File: src/rtl/fcb_map.svh
// Purpose: named constants for the flash command bus host controller
// Assumes: 200 MHz reference clock, 5 ns period
// Notes:   register offsets are byte addresses on the wishbone port
`ifndef FCB_MAP_SVH
`define FCB_MAP_SVH

`define FCB_CLK_PS        32'd5000
`define FCB_SETUP_CYC     32'd2
`define FCB_WR_PULSE_NS   32'd40
`define FCB_WR_HIGH_NS    32'd30
`define FCB_RD_ACCESS_NS  32'd60
`define FCB_RST_LOW_NS    32'd500
`define FCB_RST_REC_NS    32'd50
`define FCB_RST_BUSY_US   32'd10

`define FCB_REG_CTRL      4'h0
`define FCB_REG_ADDR      4'h4
`define FCB_REG_DATA      4'h8
`define FCB_REG_STAT      4'hC

`define FCB_CTRL_GO       0
`define FCB_CTRL_OP_LO    1
`define FCB_CTRL_OP_HI    3
`define FCB_CTRL_WORD     4
`define FCB_CTRL_VID_RP   5
`define FCB_CTRL_VID_A9   6
`define FCB_CTRL_VID_OE   7

`define FCB_STAT_BUSY     0
`define FCB_STAT_RB       1
`define FCB_STAT_REJECT   2
`define FCB_STAT_POLL     15
`define FCB_STAT_TOGGLE   14
`define FCB_STAT_ERR      13
`define FCB_STAT_ETIM     11
`define FCB_STAT_TOG2     10

`define FCB_ULK1_ADDR     19'h05555
`define FCB_ULK2_ADDR     19'h02AAA
`define FCB_ULK1_DATA     8'hAA
`define FCB_ULK2_DATA     8'h55
`define FCB_CMD_READ      8'hF0
`define FCB_CMD_ASEL      8'h90
`define FCB_CMD_PROG      8'hA0
`define FCB_CMD_ERASE     8'h80
`define FCB_CMD_BERASE    8'h30
`define FCB_CMD_CERASE    8'h10
`define FCB_CMD_SUSP      8'hB0
`define FCB_CMD_RESUME    8'h30

`define FCB_SEQ_DEPTH     3'd6

`endif

File: src/rtl/fcb_pkg.sv
// Purpose: types for the flash command bus host controller
// Assumes: included map header carries every number
// Notes:   operation codes are what software writes to ctrl
package fcb_pkg;
  typedef enum logic [2:0] {
    FCB_OP_READ, FCB_OP_ASEL, FCB_OP_PROG, FCB_OP_BERASE,
    FCB_OP_CERASE, FCB_OP_SUSP, FCB_OP_RESUME, FCB_OP_HWRST
  } fcb_op_t;
  typedef enum logic [2:0] {
    FCB_ST_IDLE, FCB_ST_SETUP, FCB_ST_STROBE, FCB_ST_GAP,
    FCB_ST_RDWAIT, FCB_ST_RSTLOW, FCB_ST_RSTREC
  } fcb_state_t;
endpackage

File: src/rtl/fcb_seq_rom.sv
// Purpose: holds the address and data words of one command sequence
// Assumes: written by the controller before the sequence is played
// Notes:   read data is registered, one cycle latency
`timescale 1ns/1ps
module fcb_seq_rom #(
  parameter int DEPTH = 6,
  parameter int AW    = 19,
  parameter int DW    = 16
) (
  input  wire logic                     i_clk,
  input  wire logic                     i_arst_n,
  input  wire logic                     i_ce,
  input  wire logic                     i_we,
  input  wire logic [2:0]               i_waddr,
  input  wire logic [AW+DW-1:0]         i_wdata,
  input  wire logic [2:0]               i_raddr,
  output logic      [AW+DW-1:0]         o_rdata
);
  logic [AW+DW-1:0] mem [DEPTH];        // sequence slots

  // write port, no reset needed on storage
  always_ff @(posedge i_clk) begin
    if (i_ce && i_we) begin
      mem[i_waddr] <= i_wdata;
    end
  end

  // registered read port
  always_ff @(posedge i_clk or negedge i_arst_n) begin
    if (!i_arst_n) begin
      o_rdata <= '0;
    end else if (i_ce) begin
      o_rdata <= mem[i_raddr];
    end
  end
endmodule // fcb_seq_rom

File: src/rtl/fcb_host.sv
// Purpose: host controller driving a parallel boot-block flash
// Assumes: flash pins sampled synchronously to I_REF_CLK; wishbone slave
// Notes:   sequences are played as chip-enable/write-enable pulses
//
// Functional notes
// - program 4 writes, erase 6 writes
// - unlock on cycles 1,2 (erase also 4,5), none for suspend/resume; command after
// - program address and data on cycle four
// - erase unlocks twice, confirm on six
// - reset low 500ns, recovery 50ns or 10us
// - write: select low, write low, oe high
`timescale 1ns/1ps
`include "fcb_map.svh"
module fcb_host #(
  parameter int RST_BUSY_CYC = 2000     // 10 us at 200 MHz
) (
  input  wire logic        I_REF_CLK,
  input  wire logic        I_ARST_N,
  input  wire logic        I_CE,
  input  wire logic        I_WB_CYC,
  input  wire logic        I_WB_STB,
  input  wire logic        I_WB_WE,
  input  wire logic [3:0]  I_WB_ADR,
  input  wire logic [3:0]  I_WB_SEL,
  input  wire logic [31:0] I_WB_DAT,
  output logic      [31:0] O_WB_DAT,
  output logic             O_WB_ACK,
  output logic      [17:0] O_FL_ADDR,
  input  wire logic [15:0] I_FL_DQ,
  output logic      [15:0] O_FL_DQ,
  output logic             O_FL_DQ_OE_N,
  output logic             O_FL_CHIP_SEL_N,
  output logic             O_FL_OUT_EN_N,
  output logic             O_FL_WR_EN_N,
  output logic             O_FL_WORD_MODE,
  output logic             O_FL_RESET_UNPROTECT_N,
  output logic             O_FL_HIGH_VOLTAGE_RP,
  output logic             O_FL_HIGH_VOLTAGE_A9,
  output logic             O_FL_HIGH_VOLTAGE_OE,
  input  wire logic        I_FL_READY_BUSY_N
);
  import fcb_pkg::*;

  // timing counts; least times round up
  localparam logic [15:0] WR_CYC = 16'((`FCB_WR_PULSE_NS*1000
                                      + `FCB_CLK_PS - 1) / `FCB_CLK_PS);
  localparam logic [15:0] HI_CYC = 16'((`FCB_WR_HIGH_NS*1000
                                      + `FCB_CLK_PS - 1) / `FCB_CLK_PS);
  localparam logic [15:0] RD_CYC = 16'((`FCB_RD_ACCESS_NS*1000
                                      + `FCB_CLK_PS - 1) / `FCB_CLK_PS);
  localparam logic [15:0] RL_CYC = 16'((`FCB_RST_LOW_NS*1000
                                      + `FCB_CLK_PS - 1) / `FCB_CLK_PS);
  localparam logic [15:0] RR_CYC = 16'((`FCB_RST_REC_NS*1000
                                      + `FCB_CLK_PS - 1) / `FCB_CLK_PS);
  localparam logic [15:0] RB_CYC = 16'(RST_BUSY_CYC);
  // one cycle for the registered slot read, one with address on the pins
  localparam logic [15:0] SU_CYC = 16'(`FCB_SETUP_CYC);

  fcb_state_t      state_q;             // pin sequencer state
  logic [2:0]      op_q;                // latched operation
  logic            word_q;              // word organisation select
  logic            vid_rp_q;            // high voltage on reset pin
  logic            vid_a9_q;            // high voltage on a9
  logic            vid_oe_q;            // high voltage on output enable
  logic [18:0]     addr_q;              // byte address (bit 0 = lsb)
  logic [15:0]     wdata_q;             // program data
  logic [15:0]     rdata_q;             // last sampled read data
  logic            reject_q;            // last request refused
  logic [2:0]      idx_q;               // current sequence slot
  logic [2:0]      len_q;               // one past the last slot played
  logic [15:0]     cnt_q;               // phase timer
  logic            rd_q;                // trailing read wanted
  logic            busy_pe_q;           // long recovery needed on reset
  logic            go;                  // start pulse from bus
  logic [2:0]      go_op;               // operation field of a go write
  logic            wb_req;              // bus access seen
  logic [34:0]     rom_wdata;           // slot word being loaded
  logic [2:0]      rom_waddr;           // slot being loaded
  logic            rom_we;              // loading strobe
  logic [34:0]     rom_rdata;           // slot being played
  logic [2:0]      load_q;              // load pointer
  logic            loading_q;           // loading in progress

  // unlock slot word builder, unlock values played by all ops but suspend, resume and hardware reset
  function automatic logic [34:0] slot(input logic [18:0] a,
                                       input logic [7:0]  d);
    slot = {a, 8'h00, d};
  endfunction

  assign wb_req = I_WB_CYC && I_WB_STB && !O_WB_ACK;
  assign go = wb_req && I_WB_WE && I_WB_ADR == `FCB_REG_CTRL
              && I_WB_SEL[0] && I_WB_DAT[`FCB_CTRL_GO];
  assign go_op = I_WB_DAT[`FCB_CTRL_OP_HI:`FCB_CTRL_OP_LO];

  // wishbone ack, one cycle after request, dropped next cycle
  always_ff @(posedge I_REF_CLK or negedge I_ARST_N) begin
    if (!I_ARST_N) begin
      O_WB_ACK <= 1'b0;
    end else if (I_CE) begin
      O_WB_ACK <= wb_req;
    end
  end

  // register reads; unmapped offsets read zero
  always_ff @(posedge I_REF_CLK or negedge I_ARST_N) begin
    if (!I_ARST_N) begin
      O_WB_DAT <= 32'h0000_0000;
    end else if (I_CE && wb_req && !I_WB_WE) begin
      case (I_WB_ADR)
        `FCB_REG_CTRL: O_WB_DAT <= {24'h0, vid_oe_q, vid_a9_q, vid_rp_q,
                                    word_q, op_q, 1'b0};
        `FCB_REG_ADDR: O_WB_DAT <= {13'h0, addr_q};
        `FCB_REG_DATA: O_WB_DAT <= {16'h0, rdata_q};
        `FCB_REG_STAT: O_WB_DAT <= {rdata_q, 13'h0, reject_q,
                                    I_FL_READY_BUSY_N,
                                    // slot loading counts as busy
                                    (state_q != FCB_ST_IDLE || loading_q)};
        default:       O_WB_DAT <= 32'h0000_0000;
      endcase
    end
  end

  // config writes; ignored while a sequence runs
  always_ff @(posedge I_REF_CLK or negedge I_ARST_N) begin
    if (!I_ARST_N) begin
      op_q     <= 3'h0;
      word_q   <= 1'b1;
      vid_rp_q <= 1'b0;
      vid_a9_q <= 1'b0;
      vid_oe_q <= 1'b0;
      addr_q   <= 19'h0;
      wdata_q  <= 16'h0;
    end else if (I_CE && wb_req && I_WB_WE && state_q == FCB_ST_IDLE
                 && !loading_q) begin
      case (I_WB_ADR)
        `FCB_REG_CTRL: if (I_WB_SEL[0]) begin
          op_q     <= I_WB_DAT[`FCB_CTRL_OP_HI:`FCB_CTRL_OP_LO];
          word_q   <= I_WB_DAT[`FCB_CTRL_WORD];
          vid_rp_q <= I_WB_DAT[`FCB_CTRL_VID_RP];
          vid_a9_q <= I_WB_DAT[`FCB_CTRL_VID_A9];
          vid_oe_q <= I_WB_DAT[`FCB_CTRL_VID_OE];
        end
        `FCB_REG_ADDR: addr_q <= I_WB_DAT[18:0];
        `FCB_REG_DATA: wdata_q <= I_WB_DAT[15:0];
        default: ;
      endcase
    end
  end

  // sequence builder: fills slots for the chosen op
  always_comb begin
    rom_waddr = load_q;
    rom_we    = loading_q;
    case (load_q)
      3'd0: rom_wdata = slot(`FCB_ULK1_ADDR, `FCB_ULK1_DATA);
      3'd1: rom_wdata = slot(`FCB_ULK2_ADDR, `FCB_ULK2_DATA);
      3'd2: begin
        case (fcb_op_t'(op_q))
          FCB_OP_READ:   rom_wdata = slot(`FCB_ULK1_ADDR, `FCB_CMD_READ);
          FCB_OP_ASEL:   rom_wdata = slot(`FCB_ULK1_ADDR, `FCB_CMD_ASEL);
          FCB_OP_PROG:   rom_wdata = slot(`FCB_ULK1_ADDR, `FCB_CMD_PROG);
          FCB_OP_SUSP:   rom_wdata = slot(addr_q, `FCB_CMD_SUSP);
          FCB_OP_RESUME: rom_wdata = slot(addr_q, `FCB_CMD_RESUME);
          default:       rom_wdata = slot(`FCB_ULK1_ADDR, `FCB_CMD_ERASE);
        endcase
      end
      3'd3: begin
        if (fcb_op_t'(op_q) == FCB_OP_PROG) begin
          rom_wdata = {addr_q, wdata_q};
        end else begin
          rom_wdata = slot(`FCB_ULK1_ADDR, `FCB_ULK1_DATA);
        end
      end
      3'd4: rom_wdata = slot(`FCB_ULK2_ADDR, `FCB_ULK2_DATA);
      default: begin
        if (fcb_op_t'(op_q) == FCB_OP_CERASE) begin
          rom_wdata = slot(`FCB_ULK1_ADDR, `FCB_CMD_CERASE);
        end else begin
          rom_wdata = slot(addr_q, `FCB_CMD_BERASE);
        end
      end
    endcase
  end

  // load pointer: runs through every slot before play
  always_ff @(posedge I_REF_CLK or negedge I_ARST_N) begin
    if (!I_ARST_N) begin
      loading_q <= 1'b0;
      load_q    <= 3'd0;
    end else if (I_CE) begin
      if (go && state_q == FCB_ST_IDLE && !loading_q) begin
        loading_q <= 1'b1;
        load_q    <= 3'd0;
      end else if (loading_q) begin
        load_q <= load_q + 3'd1;
        if (load_q == `FCB_SEQ_DEPTH - 3'd1) begin
          loading_q <= 1'b0;
        end
      end
    end
  end

  fcb_seq_rom #(.DEPTH(6), .AW(19), .DW(16)) u_rom (
    .i_clk    (I_REF_CLK),
    .i_arst_n (I_ARST_N),
    .i_ce     (I_CE),
    .i_we     (rom_we),
    .i_waddr  (rom_waddr),
    .i_wdata  (rom_wdata),
    .i_raddr  (idx_q),
    .o_rdata  (rom_rdata)
  );

  // pin sequencer
  always_ff @(posedge I_REF_CLK or negedge I_ARST_N) begin
    if (!I_ARST_N) begin
      // power-up starts with a full reset pulse on the flash pin
      state_q   <= FCB_ST_RSTLOW;
      idx_q     <= 3'd0;
      len_q     <= 3'd0;
      cnt_q     <= 16'h0;
      rd_q      <= 1'b0;
      reject_q  <= 1'b0;
      busy_pe_q <= 1'b0;
      rdata_q   <= 16'h0;
    end else if (I_CE) begin
      case (state_q)
        FCB_ST_IDLE: begin
          if (go) begin
            // busy device refuses program and erase; reads show status
            reject_q <= !I_FL_READY_BUSY_N
                        && (fcb_op_t'(go_op) inside {FCB_OP_PROG,
                            FCB_OP_BERASE, FCB_OP_CERASE});
          end else if (loading_q && load_q == `FCB_SEQ_DEPTH - 3'd1
                       && !reject_q) begin
            idx_q <= 3'd0;
            cnt_q <= 16'h0;
            rd_q  <= fcb_op_t'(op_q) == FCB_OP_READ
                     || fcb_op_t'(op_q) == FCB_OP_ASEL;
            case (fcb_op_t'(op_q))
              FCB_OP_PROG:   len_q <= 3'd4;
              FCB_OP_BERASE,
              FCB_OP_CERASE: len_q <= 3'd6;
              default:       len_q <= 3'd3;
            endcase
            if (fcb_op_t'(op_q) == FCB_OP_HWRST) begin
              busy_pe_q <= !I_FL_READY_BUSY_N;
              state_q   <= FCB_ST_RSTLOW;
            end else if (fcb_op_t'(op_q) == FCB_OP_SUSP
                         || fcb_op_t'(op_q) == FCB_OP_RESUME) begin
              idx_q   <= 3'd2;
              len_q   <= 3'd3;
              state_q <= FCB_ST_SETUP;
            end else begin
              state_q <= FCB_ST_SETUP;
            end
          end
        end
        FCB_ST_SETUP: begin
          // rom read settles, address goes out before strobe
          cnt_q <= cnt_q + 16'h1;
          if (cnt_q + 16'h1 >= SU_CYC) begin
            state_q <= FCB_ST_STROBE;
            cnt_q   <= 16'h0;
          end
        end
        FCB_ST_STROBE: begin
          cnt_q <= cnt_q + 16'h1;
          if (cnt_q + 16'h1 >= WR_CYC) begin
            state_q <= FCB_ST_GAP;
            cnt_q   <= 16'h0;
          end
        end
        FCB_ST_GAP: begin
          cnt_q <= cnt_q + 16'h1;
          if (cnt_q + 16'h1 >= HI_CYC) begin
            cnt_q <= 16'h0;
            if (idx_q + 3'd1 < len_q) begin
              idx_q   <= idx_q + 3'd1;
              state_q <= FCB_ST_SETUP;
            end else if (rd_q) begin
              state_q <= FCB_ST_RDWAIT;
            end else begin
              state_q <= FCB_ST_IDLE;
            end
          end
        end
        FCB_ST_RDWAIT: begin
          cnt_q <= cnt_q + 16'h1;
          if (cnt_q + 16'h1 >= RD_CYC) begin
            rdata_q <= word_q ? I_FL_DQ : {8'h00, I_FL_DQ[7:0]};
            state_q <= FCB_ST_IDLE;
          end
        end
        FCB_ST_RSTLOW: begin
          cnt_q <= cnt_q + 16'h1;
          if (cnt_q + 16'h1 >= RL_CYC) begin
            cnt_q   <= 16'h0;
            state_q <= FCB_ST_RSTREC;
          end
        end
        FCB_ST_RSTREC: begin
          cnt_q <= cnt_q + 16'h1;
          if (cnt_q + 16'h1 >= (busy_pe_q ? RB_CYC : RR_CYC)
              && I_FL_READY_BUSY_N) begin
            state_q <= FCB_ST_IDLE;
          end
        end
        default: state_q <= FCB_ST_IDLE;
      endcase
    end
  end

  // flash pins, all registered
  always_ff @(posedge I_REF_CLK or negedge I_ARST_N) begin
    if (!I_ARST_N) begin
      O_FL_ADDR              <= 18'h0;
      O_FL_DQ                <= 16'h0;
      O_FL_DQ_OE_N           <= 1'b1;
      O_FL_CHIP_SEL_N        <= 1'b1;
      O_FL_OUT_EN_N          <= 1'b1;
      O_FL_WR_EN_N           <= 1'b1;
      O_FL_WORD_MODE         <= 1'b1;
      O_FL_RESET_UNPROTECT_N <= 1'b0;  // held low: device starts in read
      O_FL_HIGH_VOLTAGE_RP   <= 1'b0;
      O_FL_HIGH_VOLTAGE_A9   <= 1'b0;
      O_FL_HIGH_VOLTAGE_OE   <= 1'b0;
    end else if (I_CE) begin
      O_FL_WORD_MODE         <= word_q;
      O_FL_HIGH_VOLTAGE_RP   <= vid_rp_q;
      O_FL_HIGH_VOLTAGE_A9   <= vid_a9_q;
      O_FL_HIGH_VOLTAGE_OE   <= vid_oe_q;
      O_FL_RESET_UNPROTECT_N <= state_q != FCB_ST_RSTLOW;
      case (state_q)
        FCB_ST_SETUP, FCB_ST_STROBE, FCB_ST_GAP: begin
          // word mode drops the lsb; byte mode puts it on dq15
          O_FL_ADDR       <= word_q ? rom_rdata[34:17] : rom_rdata[35-1:17];
          O_FL_DQ         <= word_q ? rom_rdata[15:0]
                             : {rom_rdata[16], 7'h00, rom_rdata[7:0]};
          O_FL_DQ_OE_N    <= 1'b0;
          O_FL_OUT_EN_N   <= 1'b1;
          // select held low for the whole cycle, write enable strobes
          O_FL_CHIP_SEL_N <= 1'b0;
          O_FL_WR_EN_N    <= state_q != FCB_ST_STROBE;
        end
        FCB_ST_RDWAIT: begin
          O_FL_ADDR       <= addr_q[18:1];
          O_FL_DQ         <= {addr_q[0], 15'h0};
          O_FL_DQ_OE_N    <= word_q;   // byte mode still drives lsb line
          O_FL_CHIP_SEL_N <= 1'b0;
          O_FL_OUT_EN_N   <= 1'b0;
          O_FL_WR_EN_N    <= 1'b1;
        end
        default: begin
          O_FL_DQ_OE_N    <= 1'b1;
          O_FL_CHIP_SEL_N <= 1'b1;
          O_FL_OUT_EN_N   <= 1'b1;
          O_FL_WR_EN_N    <= 1'b1;
        end
      endcase
    end
  end

  // never read and write the flash at once
  property p_no_bus_fight;
    @(posedge I_REF_CLK) disable iff (!I_ARST_N)
      !O_FL_WR_EN_N |-> O_FL_OUT_EN_N && !O_FL_DQ_OE_N;
  endproperty
  a_no_bus_fight: assert property (p_no_bus_fight)
    else $error("write strobe with output enable active");

  property p_ack_drops;
    @(posedge I_REF_CLK) disable iff (!I_ARST_N)
      I_CE && O_WB_ACK |=> !O_WB_ACK;
  endproperty
  a_ack_drops: assert property (p_ack_drops)
    else $error("ack held over two cycles");

  property p_reset_pulse;
    @(posedge I_REF_CLK) disable iff (!I_ARST_N)
      $fell(O_FL_RESET_UNPROTECT_N) && I_CE |-> !O_FL_RESET_UNPROTECT_N [*8];
  endproperty
  a_reset_pulse: assert property (p_reset_pulse)
    else $error("reset pulse too short");

  property p_oe_reads_only;
    @(posedge I_REF_CLK) disable iff (!I_ARST_N)
      !O_FL_OUT_EN_N |-> !O_FL_CHIP_SEL_N && O_FL_WR_EN_N;
  endproperty
  a_oe_reads_only: assert property (p_oe_reads_only)
    else $error("output enable without chip select");

  // address settles a cycle before the write strobe falls
  property p_addr_before_strobe;
    @(posedge I_REF_CLK) disable iff (!I_ARST_N)
      $fell(O_FL_WR_EN_N) |-> $stable(O_FL_ADDR) && !O_FL_CHIP_SEL_N;
  endproperty
  a_addr_before_strobe: assert property (p_addr_before_strobe)
    else $error("address moved with the write strobe");

  // data still driven when the write strobe rises
  property p_data_at_rise;
    @(posedge I_REF_CLK) disable iff (!I_ARST_N)
      $rose(O_FL_WR_EN_N) |-> $stable(O_FL_DQ) && !O_FL_DQ_OE_N;
  endproperty
  a_data_at_rise: assert property (p_data_at_rise)
    else $error("data moved with the write strobe");
endmodule // fcb_host

File: config.mk
export PLATFORM = sky130hd
export DESIGN_NAME = fcb_host
export DESIGN_NICKNAME = d
export VERILOG_FILES = /design/src/rtl/fcb_pkg.sv /design/src/rtl/fcb_seq_rom.sv /design/src/rtl/fcb_host.sv
export VERILOG_INCLUDE_DIRS = /design/src /design/src/rtl
export SDC_FILE = /design/constraint.sdc
export NUM_CORES = 1
export LEC_CHECK = 0
export BUFFER_PORTS_ARGS = -buffer_cell sky130_fd_sc_hd__buf_4
export CELL_PAD_IN_SITES_DETAIL_PLACEMENT = 1
export CELL_PAD_IN_SITES_GLOBAL_PLACEMENT = 1
export CORE_AREA = 4 4 149 295
export CTS_CLUSTER_DIAMETER = 30
export CTS_CLUSTER_SIZE = 20
export DETAILED_ROUTE_END_ITERATION = 10
export DIE_AREA = 0 0 153 299
export PLACE_DENSITY_LB_ADDON = 0.2
export SLEW_MARGIN = 5
export SYNTH_ARGS = -nofsm -noshare
export SYNTH_HDL_FRONTEND = slang
export SYNTH_SLANG_ARGS = --single-unit
File: constraint.sdc
create_clock -name I_REF_CLK -period 12.79 [get_ports I_REF_CLK]
set_clock_uncertainty 0.05 [all_clocks]
set_input_delay 2.558 -clock I_REF_CLK [delete_from_list [all_inputs] [get_ports I_REF_CLK]]
set_output_delay 2.558 -clock I_REF_CLK [all_outputs]
set_load 0.01 [all_outputs]
# Word level (Yosys, flattened, before mapping)
# Memories as Yosys holds them, arrays and structs flattened. A register that Yosys moved wholly into a read port is not among the register bits.
# Index checks and enable logic that the tools add are counted.
# word_totals
regBits	166
ramBits	210
out_inout_bits	76
memories	1
# classes
n_addsub	3
n_lt_le_gt_ge	7
eq_ne	35
muxes	50
bitwise_logic	1
reduce_logical	54
# memory_table
memory	depth	word_bits	read_ports	rd_ports_with_merged_regs	wr	line	text
u_rom.mem	6	35	1	1	1	fcb_seq_rom.sv:19	logic [AW+DW-1:0] mem [DEPTH];
# op_table
op	count
$pmux W35 S5	1
$pmux W35 S4	1
$mux W16	8
$pmux W32 S4	1
$pmux W16 S6	1
$mux W35	2
$mux W3	19
$pmux W18 S2	1
$ge A16 B4 Y1 const B	2
$pmux W16 S2	1
$eq A3 B3 Y1 const B	10
$eq A3 B2 Y1 const B	8
$pmux W3 S7	1
$logic_and A1 B1 Y1	18
$add A16 B1 Y16 const B	1
$ge A16 B11 Y1	1
$ge A16 B2 Y1 const B	1
$ge A16 B3 Y1 const B	1
$ge A16 B7 Y1 const B	1
$ne A2 B2 Y1 const B	8
$pmux W3 S2	2
$mux W11	1
$eq A3 B1 Y1 const B	3
$logic_not A3 Y1	3
other kinds (26)	54

# Logic depth before layout (Yosys ltp)
# Gate-level depths: netlist of run 1.
# logic_depth
word_depth	10
ltp_mapped	13
depth_no_buf	12

# Cells and area by module
# From an unflattened synthesis of run 1, not the netlist that was laid out.
# unflattened
hier_cells	1430
area_unflattened_um2	18166.2
# by_module_without_submodules
mod	instances	cells_each	area_each_um2	seq_area_each_um2
fcb_seq_rom	1	499	9265.1	7181.9
fcb_host	1	931	8901.0	4164.0

# Worst setup path after synthesis of run 1
# No wires, ideal clock.
# synth_timing
path_type	input-to-reg
start	input port I_CE
end	memory u_rom.mem[0][0] (netlist name) (enable)
arrival_ns	6.710
setup_slack_ns	5.515
stages	4
path_cell_list	clkbuf_1 -> clkbuf_1 -> nand2_1 -> nor4_1
# synth_between
elab_chain_len	3
# synth_rtl
item	line	text
start: declaration	fcb_host.sv:19	input wire logic I_CE,
$logic_and A1 B1 Y1	fcb_seq_rom.sv:23	if (i_ce && i_we) begin
$mux W1	fcb_seq_rom.sv:23	
$mux W1 (implied by the code)	fcb_seq_rom.sv:24	mem[i_waddr] <= i_wdata;
end: declaration	fcb_seq_rom.sv:19	
# Every way passes these cells.

# Final worst setup path of run 1
# layout_timing
start	input port I_WB_ADR[1]
end	register addr_q[15]
# layout_between
elab_chain_len	2
# layout_rtl
item	line	text
start: declaration	fcb_host.sv:23	input wire logic [3:0] I_WB_ADR,
$eq A4 B3 Y1	fcb_host.sv:135	case (I_WB_ADR)
$reduce_and A2 Y1 (no line)	--	
end signal: assignment	fcb_host.sv:143	`FCB_REG_ADDR: addr_q <= I_WB_DAT[18:0];
end: declaration	fcb_host.sv:65	logic [18:0] addr_q;
# Every way passes these cells.
# A chain may end at the register's enable or synchronous reset.

==> results.md, run 1 <==
* Cell Pwr Density at 194 nW/µm²
* Vias in the first global route at 12520
* HP Class: flop to flop
* CTS buffer count at 54
* Multiplexer share of the synthesized area at 12.3%
* Crit path kind: input pin to flop
* Synth top area share at 35.6%
* Hold_buf cts at 0
* Crit path time final at 4.91 ns
* Post-Route WL at 48600 µm
* Area fraction in compound gates after synthesis at 9.28%
* Clk_lat worst skew at 0.60 ns
* Slew Viols, Final at 0
* Seq/Total Area, Yosys at 64.0%
* Req. time, crit path at 13.21 ns
* Total GRT Usage at 21.4%
* Max_cap viols at 0
* Via count at 11348
* Largest family of logic cells by synthesized area: multiplexers
* Layout Utilization at 50.7%
* Status: finished, final reports clean
* RSZ-0062 raised after global routing: false
* Number of library cell types mapped by synthesis at 76
* Initial DRT Pass Iterations at 5
* DR vias/cell at 5.57
* Cell taking the most area after synthesis: edfxtp_1
* CP endpoint kind: flop
* First-pass GRT wire length at 75400 µm
* Most frequent cell after synthesis: edfxtp_1
* Wire per inst at 23.9 µm
* Fin crit share at 38.4%
* CTS resizes at 0
* Die area at 45700 µm²
* Worst-Margin Slew at 1.14 ns
* DP Area at 19200 µm²
* H-tree depth at 2
* Adder-cell area share of the yosys netlist at 1.27%
* Top achievable clock speed at 204 MHz
* XOR/XNOR share of the synthesized area at 0.438%
* CTS sink count at 411
* Top-Level Pins at 139
* Endpoints failing setup at 0
* Number of cell rows at 106
* Net count reported at finish at 1532
* Syn nets at 1420
* Final HPWL DP at 31400 µm
* Root Driver: clkbuf_16
* Post-Synth Simple-Gate Area at 9.69%
* CTS tree: yes
* Initial Utilization at 42.6%
* Prevailing post-synth register cell: edfxtp_1
* Clk buf depth at 3
* Ys async rst share at 48.9%
* Final instance area at 21100 µm²
* Setup TNS at 0 ns
* Synthesized area at 17700 µm²
* Synth area leaders: edfxtp_1 36%, dfrtp_1 27%, mux4_2 4.7%
* Post-route ant nets at 0
* Gpl congestion at 0.828
* DRC violations left at 0
* Max VDD drop at 0.143 mV
* GRT overflow at 0
* Instance count of the mapped netlist at 1339
* # diodes at 0
* Synthesized area per cell at 13.2 µm²
* CP max FO at 19
* CORE AREA at 41600 µm²
* Worst-path clk slew at 0.06 ns
* CP Launch Type: input pin
* Warning count from the yosys run at 0
* Synthesized flop and latch total at 411
* Placed Cells incl. Taps at 1935
* DIE WIDTH at 153 µm
* Share of cells above drive strength 1 at 24.7%
* Area growth from synthesis to layout at 19.1%
* Worst relative slew slack at 23.8%
* Worst path arrival time at 5.33 ns
* Fin cells at 2037
* Leak at 8.49 nW
* Die height at 299 µm
* Port bufs at 122
* Initial antenna violation count at 0
* Setup bufs post-CTS at 0
* Top post-synthesis cells by count: 210 x edfxtp_1, 193 x dfrtp_1, 164 x nand2_1
* DRT iter0 DRCs at 468
* Largest net degree at the start of global routing at 82
* Post-synth EDFFs at 210
* Endpoints failing hold at 0
==> layout by cell type (no fill, tap or decap), types with 8 or more instances in the layout <==
cell / n
mux2_2: 48
o31ai_1: 9
o21a_1: 9
mux4_2: 37
a21o_1: 13
and2_1: 17
inv_8: 10
inv_6: 10
o21ai_0: 99
nand3_1: 28
ha_1: 18
a221oi_1: 12
dfstp_2: 8
mux2_1: 9
dfrtp_1: 191
nand2_1: 164
and3_1: 8
edfxtp_1: 210
inv_1: 52
a22o_1: 8
a21oi_1: 23
mux2i_1: 67
nor2b_1: 12
nor2_1: 58
buf_4: 136
clkbuf_16: 57
o211ai_1: 37
==> logic make-up after synthesis <==
kind of cell	Yosys count
buffers and inverters	134
adder cells (fa/ha/maj)	18
multiplexers	163
AO/OA/AOI/OAI	253
AND/OR/NAND/NOR	352
flip-flops	411
XOR/XNOR	8
==> worst max-delay path: stages <==
cell,delay [ns]
buf_4,0.12
nor2_1,0.27
nand2_1,0.10
nor2_1,0.77
nand2_1,0.94
mux2_2,0.56
==> layout make-up <==
class / instances / area [µm²]
Timing Repair Buffer: 137 / 1040
Inverter: 53 / 199
Clock buffer: 61 / 1470
Clock inverter: 41 / 470
Multi-Input combinational cell: 794 / 5900
Sequential cell: 411 / 11400
Fill cell: 4236 / 20500
Tap cell: 540 / 676
==> final timing paths <==
check	from	endpoint	slack, ns	depth (start not counted)
max	I_WB_ADR[1]	addr_q[15]	7.88	6
min	O_WB_DAT[2]	O_WB_DAT[2]	0.42	2
max reg2reg	cnt_q[0]	state_q[2]	9.19	12
min reg2reg	O_WB_DAT[2]	O_WB_DAT[2]	0.42	2
max in group asynchronous	I_ARST_N	idx_q[2]	8.63	3
min in group asynchronous	I_ARST_N	O_FL_DQ[12]	1.90	1
==> layer usage <==
metal / global-route usage (%) / up-vias / wire length (µm)
li1: - / 5159 / -
met1: 22.7 / 5854 / 17200
met2: 41.6 / 236 / 27600
met3: 2.42 / 99 / 1470
met4: 10.2 / 0 / 2380
met5: 0 / - / 0
==> through the flow <==
step / hold slack, ns / setup slack [ns] / total power, mW
floorplan: 0.407 / 5.52 / 2.21
detailed placement: 0.412 / 7.28 / 2.56
CTS: 0.426 / 7.91 / 4.16
global route: 0.451 / 7.74 / 4.30
finish: 0.420 / 7.88 / 4.11
global placement: 0.409 / 7.46 / 2.53
==> flip-flops by register name, indices dropped and copies added (netlist names), 18 cells and up <==
| signal | cells |
|---|---|
| O_FL_ADDR | 18 |
| O_WB_DAT | 32 |
| addr_q | 19 |
| u_rom.mem | 210 |
| u_rom.o_rdata | 35 |
==> power breakdown <==
part | leakage, nW | internal [mW] | switching (mW)
Combinational | 3.08 | 0.323 | 0.463
Sequential | 4.46 | 1.59 | 0.139
Clock | 0.943 | 0.926 | 0.661
Note: power is estimated with default switching activity, not from simulation.
==> run 2, diff against run 1 <==
==> constraint.sdc (replaced) <==
create_clock -name I_REF_CLK -period 4.65 [get_ports I_REF_CLK]
set_clock_uncertainty 0.05 [all_clocks]
set_input_delay 0.93 -clock I_REF_CLK [delete_from_list [all_inputs] [get_ports I_REF_CLK]]
set_output_delay 0.93 -clock I_REF_CLK [all_outputs]
set_load 0.01 [all_outputs]
==> results.md, run 2 (same netlist as run 1, synthesis figures left out) <==
* Status: finished, final reports clean
* RSZ-0062 raised after global routing: false
* CTS buffer count at 50
* DIE WIDTH at 153 µm
* CP Launch Type: flop
* Largest net degree at the start of global routing at 113
* Fin crit share at 75.5%
* Endpoints failing hold at 0
* Placed Cells incl. Taps at 1941
* Setup TNS at 0 ns
* Total GRT Usage at 21.4%
* Switching part of the total power at 30.7%
* CP max FO at 11
* Via count at 11331
* Final HPWL DP at 31700 µm
* Worst-path clk slew at 0.06 ns
* Setup bufs post-CTS at 0
* Flop-to-flop setup slack at 1.14 ns
* HP Class: input pin to asynchronous set/reset pin
* Part of the power in the clock network at 37.0%
* Vias in the first global route at 12720
* Top-Level Pins at 139
* H-tree depth at 2
* Commonest cells after routing, fill and taps aside: 210 x edfxtp_1, 191 x dfrtp_1, 164 x nand2_1
* Biggest regs: u_rom.mem (210), u_rom.o_rdata (35), O_WB_DAT (32)
* CORE AREA at 41600 µm²
* CTS resizes at 0
* Die area at 45700 µm²
* Max_cap viols at 0
* First-pass GRT wire length at 75900 µm
* CTS tree: yes
* Number of cell rows at 106
* DR vias/cell at 5.57
* Net count reported at finish at 1534
* Crit path kind: flop to flop
* Endpoints failing setup at 0
* Final instance area at 21000 µm²
* Worst relative slew slack at 24.4%
* DRC violations left at 0
* DP Area at 19200 µm²
* Hold_buf cts at 0
* Gpl congestion at 0.849
* Initial antenna violation count at 0
* Max reg flops at 210
* Critical R2R Launch: cnt_q[0]
* Combinational Power Share at 19.9%
* Root Driver: clkbuf_16
* Register share of total power at 43.1%
* Initial DRT Pass Iterations at 4
* GRT overflow at 0
* Leak at 8.43 nW
* Clk buf depth at 3
* # diodes at 0
* Initial Utilization at 42.6%
* Internal at 7.63 mW
* CTS sink count at 411
* Biggest register: u_rom.mem
* Worst path arrival time at 3.96 ns
* Clk_lat worst skew at 0.58 ns
* CP Launch Point: cnt_q[0]
* CP endpoint kind: flop
* Share of cells above drive strength 1 at 24.5%
* Sw Pwr at 3.38 mW
* Area growth from synthesis to layout at 18.4%
* Top achievable clock speed at 285 MHz
* Slew Viols, Final at 0
* Wire per inst at 24.0 µm
* Max VDD drop at 0.317 mV
* Post-route ant nets at 0
* Worst-Margin Slew at 1.13 ns
* Die height at 299 µm
* Cell Pwr Density at 525 nW/µm²
* DRT iter0 DRCs at 606
* Crit path time final at 3.51 ns
* Fin cells at 2035
* Commonest non-fill, non-tap cell in the layout: edfxtp_1
* Port bufs at 122
* Post-Route WL at 48800 µm
* Req. time, crit path at 5.10 ns
==> run 2: changes by cell type in the layout (fill, tap and decap cells not counted), sizes merged <==
cell    before  now
bufinv       3    4
buf        137  143
inv         73   68
clkinv      13   15
clkbuf      61   55
==> run 2: worst paths after layout <==
| check | depth (start not counted) | end |
|---|---|---|
| hold / removal | 1 | u_rom.o_rdata[12] |
| setup / recovery | 12 | state_q[2] |
| hold reg to reg | 2 | O_WB_DAT[28] |
| setup reg to reg | 12 | state_q[2] |
| max in group asynchronous | 2 | O_FL_DQ_OE_N |
| min in group I_REF_CLK | 2 | O_WB_DAT[28] |
==> run 2: power by group through the flow <==
stage,registers [mW],clock network (mW),logic [mW]
finish,4.74,4.08,2.19
global route,4.80,4.31,2.41
CTS,4.75,4.17,2.24
detailed placement,4.82,0,2.22
global placement,4.80,0,2.15
floorplan,4.69,0,1.38
==> run 2: per-layer routing <==
layer,GRT usage (%),up-vias,share of wire (%)
met5,0,-,0
met4,9.24,0,4.5
met3,2.30,94,3.0
met2,42.5,214,58
met1,22.4,5866,35
li1,-,5157,-
==> run 2: worst max-delay path: stages, from the launching register on <==
cell      delay (ns)
dfrtp_1         0.54
ha_1            0.43
nand3_2         0.25
nor2_1          0.29
and3_1          0.22
xor2_1          0.22
ha_1            0.28
and4_1          0.17
a211oi_1        0.24
nand4_1         0.13
a31o_2          0.24
a311o_1         0.30
nand2_1         0.08
==> run 2: final cells by class <==
type,instances,area [µm²]
fillers,4251,20700
flip-flops and latches,411,11400
multi-input cells,794,5900
clock buffers,55,1320
repair buffers,143,1090
well taps,540,676
clock inverters,39,457
inverters,53,199
==> run 2: stage by stage <==
| stage | total power [mW] | worst slack (ns) | hold slack [ns] | util [%] |
|---|---|---|---|---|
| finish | 11.0 | 1.14 | 0.277 | 50.4 |
| global route | 11.5 | 0.928 | 0.447 | 50.4 |
| CTS | 11.2 | 1.15 | 0.423 | 50.4 |
| detailed placement | 7.04 | 1.18 | 0.414 | 46.1 |
| global placement | 6.95 | 1.28 | 0.408 | 46.1 |
| floorplan | 6.08 | -0.997 | 0.407 | - |
==> run 3, diff against run 2 <==
==> constraint.sdc (replaced) <==
create_clock -name I_REF_CLK -period 3.35 [get_ports I_REF_CLK]
set_clock_uncertainty 0.05 [all_clocks]
set_input_delay 0.67 -clock I_REF_CLK [delete_from_list [all_inputs] [get_ports I_REF_CLK]]
set_output_delay 0.67 -clock I_REF_CLK [all_outputs]
set_load 0.01 [all_outputs]
==> results.md, run 3 (same netlist as run 1, synthesis figures left out) <==
* Place WS at 0.313 ns
* Die height at 299 µm
* Largest net degree at the start of global routing at 81
* Worst-Margin Slew at 1.03 ns
* Max_cap viols at 0
* GRT overflow at 0
* Placed Cells incl. Taps at 1973
* Initial Utilization at 42.6%
* Layout Utilization at 51.3%
* Total GRT Usage at 21.4%
* Wire per inst at 23.6 µm
* Cell Pwr Density at 725 nW/µm²
* Fin crit share at 91.4%
* H-tree depth at 2
* Sw Pwr at 4.86 mW
* Worst path depth at 11
* Crit path time final at 3.06 ns
* Max reg flops at 210
* CP Launch Type: flop
* Clk buf depth at 3
* Part of the power in the clock network at 37.0%
* Register share of total power at 41.9%
* Endpoints failing hold at 0
* DRC violations left at 0
* Gpl congestion at 0.812
* Biggest regs: u_rom.mem (210), u_rom.o_rdata (35), O_WB_DAT (32)
* First-pass GRT wire length at 75200 µm
* Die area at 45700 µm²
* DR vias/cell at 5.54
* Leak at 8.62 nW
* Top achievable clock speed at 327 MHz
* Slew Viols, Final at 0
* Hold_buf cts at 0
* Endpoints failing setup at 0
* Root Driver: clkbuf_16
* CTS resizes at 0
* Setup bufs post-CTS at 0
* Fin cells at 2071
* Vias in the first global route at 12616
* CORE AREA at 41600 µm²
* Area growth from synthesis to layout at 20.5%
* Port bufs at 122
* Share of cells above drive strength 1 at 26.1%
* Crit-path cells: nand4_2, nor2_1, nand2_1, xnor2_1, ha_1, and4_1, a211oi_1, nand4_1, a31o_2, a311o_1, nand2_1
* Worst relative slew slack at 31.0%
* DRT iter0 DRCs at 521
* CTS buffer count at 52
* Internal at 10.6 mW
* Post-route ant nets at 0
* CP endpoint kind: flop
* # diodes at 0
* Delay-heaviest family, CP: simple AND/OR/NAND/NOR gates
* Post-Route WL at 48900 µm
* Initial antenna violation count at 0
* CTS sink count at 411
* RSZ-0062 raised after global routing: false
* Via count at 11467
* Worst setup margin at 0.288 ns
* Biggest register: u_rom.mem
* Setup TNS at 0 ns
* Status: finished, final reports clean
* Commonest cells after routing, fill and taps aside: 210 x edfxtp_1, 191 x dfrtp_1, 170 x buf_4
* Clk_lat worst skew at 0.59 ns
* DIE WIDTH at 153 µm
* Net count reported at finish at 1568
* Combinational Power Share at 21.1%
* Critical path buffers and inverters at 0
* Switching part of the total power at 31.4%
* Slowest cell on the critical path: dfrtp_1
* HP Class: input pin to asynchronous set/reset pin
* Power, Total at 15.5 mW
* Largest stage delay, worst path at 0.60 ns
* Most frequent CP cell: nand2_1
* Worst-path clk slew at 0.06 ns
* R2R cell count at 11
* Req. time, crit path at 3.81 ns
* CTS tree: yes
* Max VDD drop at 0.490 mV
* Worst path arrival time at 3.52 ns
* Final HPWL DP at 33100 µm
* Number of cell rows at 106
* CP max FO at 13
* Initial DRT Pass Iterations at 4
* Top-Level Pins at 139
* Commonest non-fill, non-tap cell in the layout: edfxtp_1
* Crit path kind: flop to flop
-- run 3: changes by cell type in the layout (fill, tap and decap cells not counted), moves of 3 or more --
| cell | delta |
|---|---|
| buf_4 | +29 |
| clkinv_2 | -5 |
| clkinv_4 | +4 |
| inv_12 | +4 |
| buf_12 | +3 |
| bufinv_16 | -3 |
| nor4_2 | -3 |
| nor4_4 | +3 |
-- run 3: path summary, 6_finish.rpt --
path                            slack, ns      endpoint          from
worst min-delay path                0.003   O_FL_DQ[13]      I_ARST_N
max in group asynchronous            2.40    state_q[2]      I_ARST_N
worst min register to register       0.42  O_WB_DAT[22]  O_WB_DAT[22]
worst max-delay path                 0.29    state_q[2]      cnt_q[4]
min in group I_REF_CLK               0.24    rdata_q[7]    I_FL_DQ[7]
worst max register to register       0.29    state_q[2]      cnt_q[4]
-- run 3: power by group through the flow --
stage | clock network (mW) | logic [mW] | registers, mW
floorplan | 0 | 1.92 | 6.52
CTS | 5.87 | 3.34 | 6.50
global route | 6.09 | 3.60 | 6.56
detailed placement | 0 | 3.31 | 6.59
global placement | 0 | 3.21 | 6.58
finish | 5.73 | 3.27 | 6.49
-- run 3: area by class of cell --
class                           count  area (µm²)
Fill cell                        4224       20300
Sequential cell                   411       11400
Multi-Input combinational cell    794        5930
Timing Repair Buffer              175        1370
Clock buffer                       57        1360
Tap cell                          540         676
Clock inverter                     41         469
Inverter                           53         199
-- run 3: per-stage QoR --
step                hold WS (ns)  area [µm²]
detailed placement         0.409       19500
finish                   0.00263       21400
floorplan                  0.324       17800
global placement           0.408       19500
CTS                       0.0407       21400
global route              0.0615       21400
-- run 3: metal layers --
metal,GRT usage [%],vias to the layer above,share of wire (%)
li1,-,5234,-
met1,22.2,5924,35
met2,42.0,196,57
met3,2.52,113,2.7
met4,10.3,0,5.1
met5,0,-,0
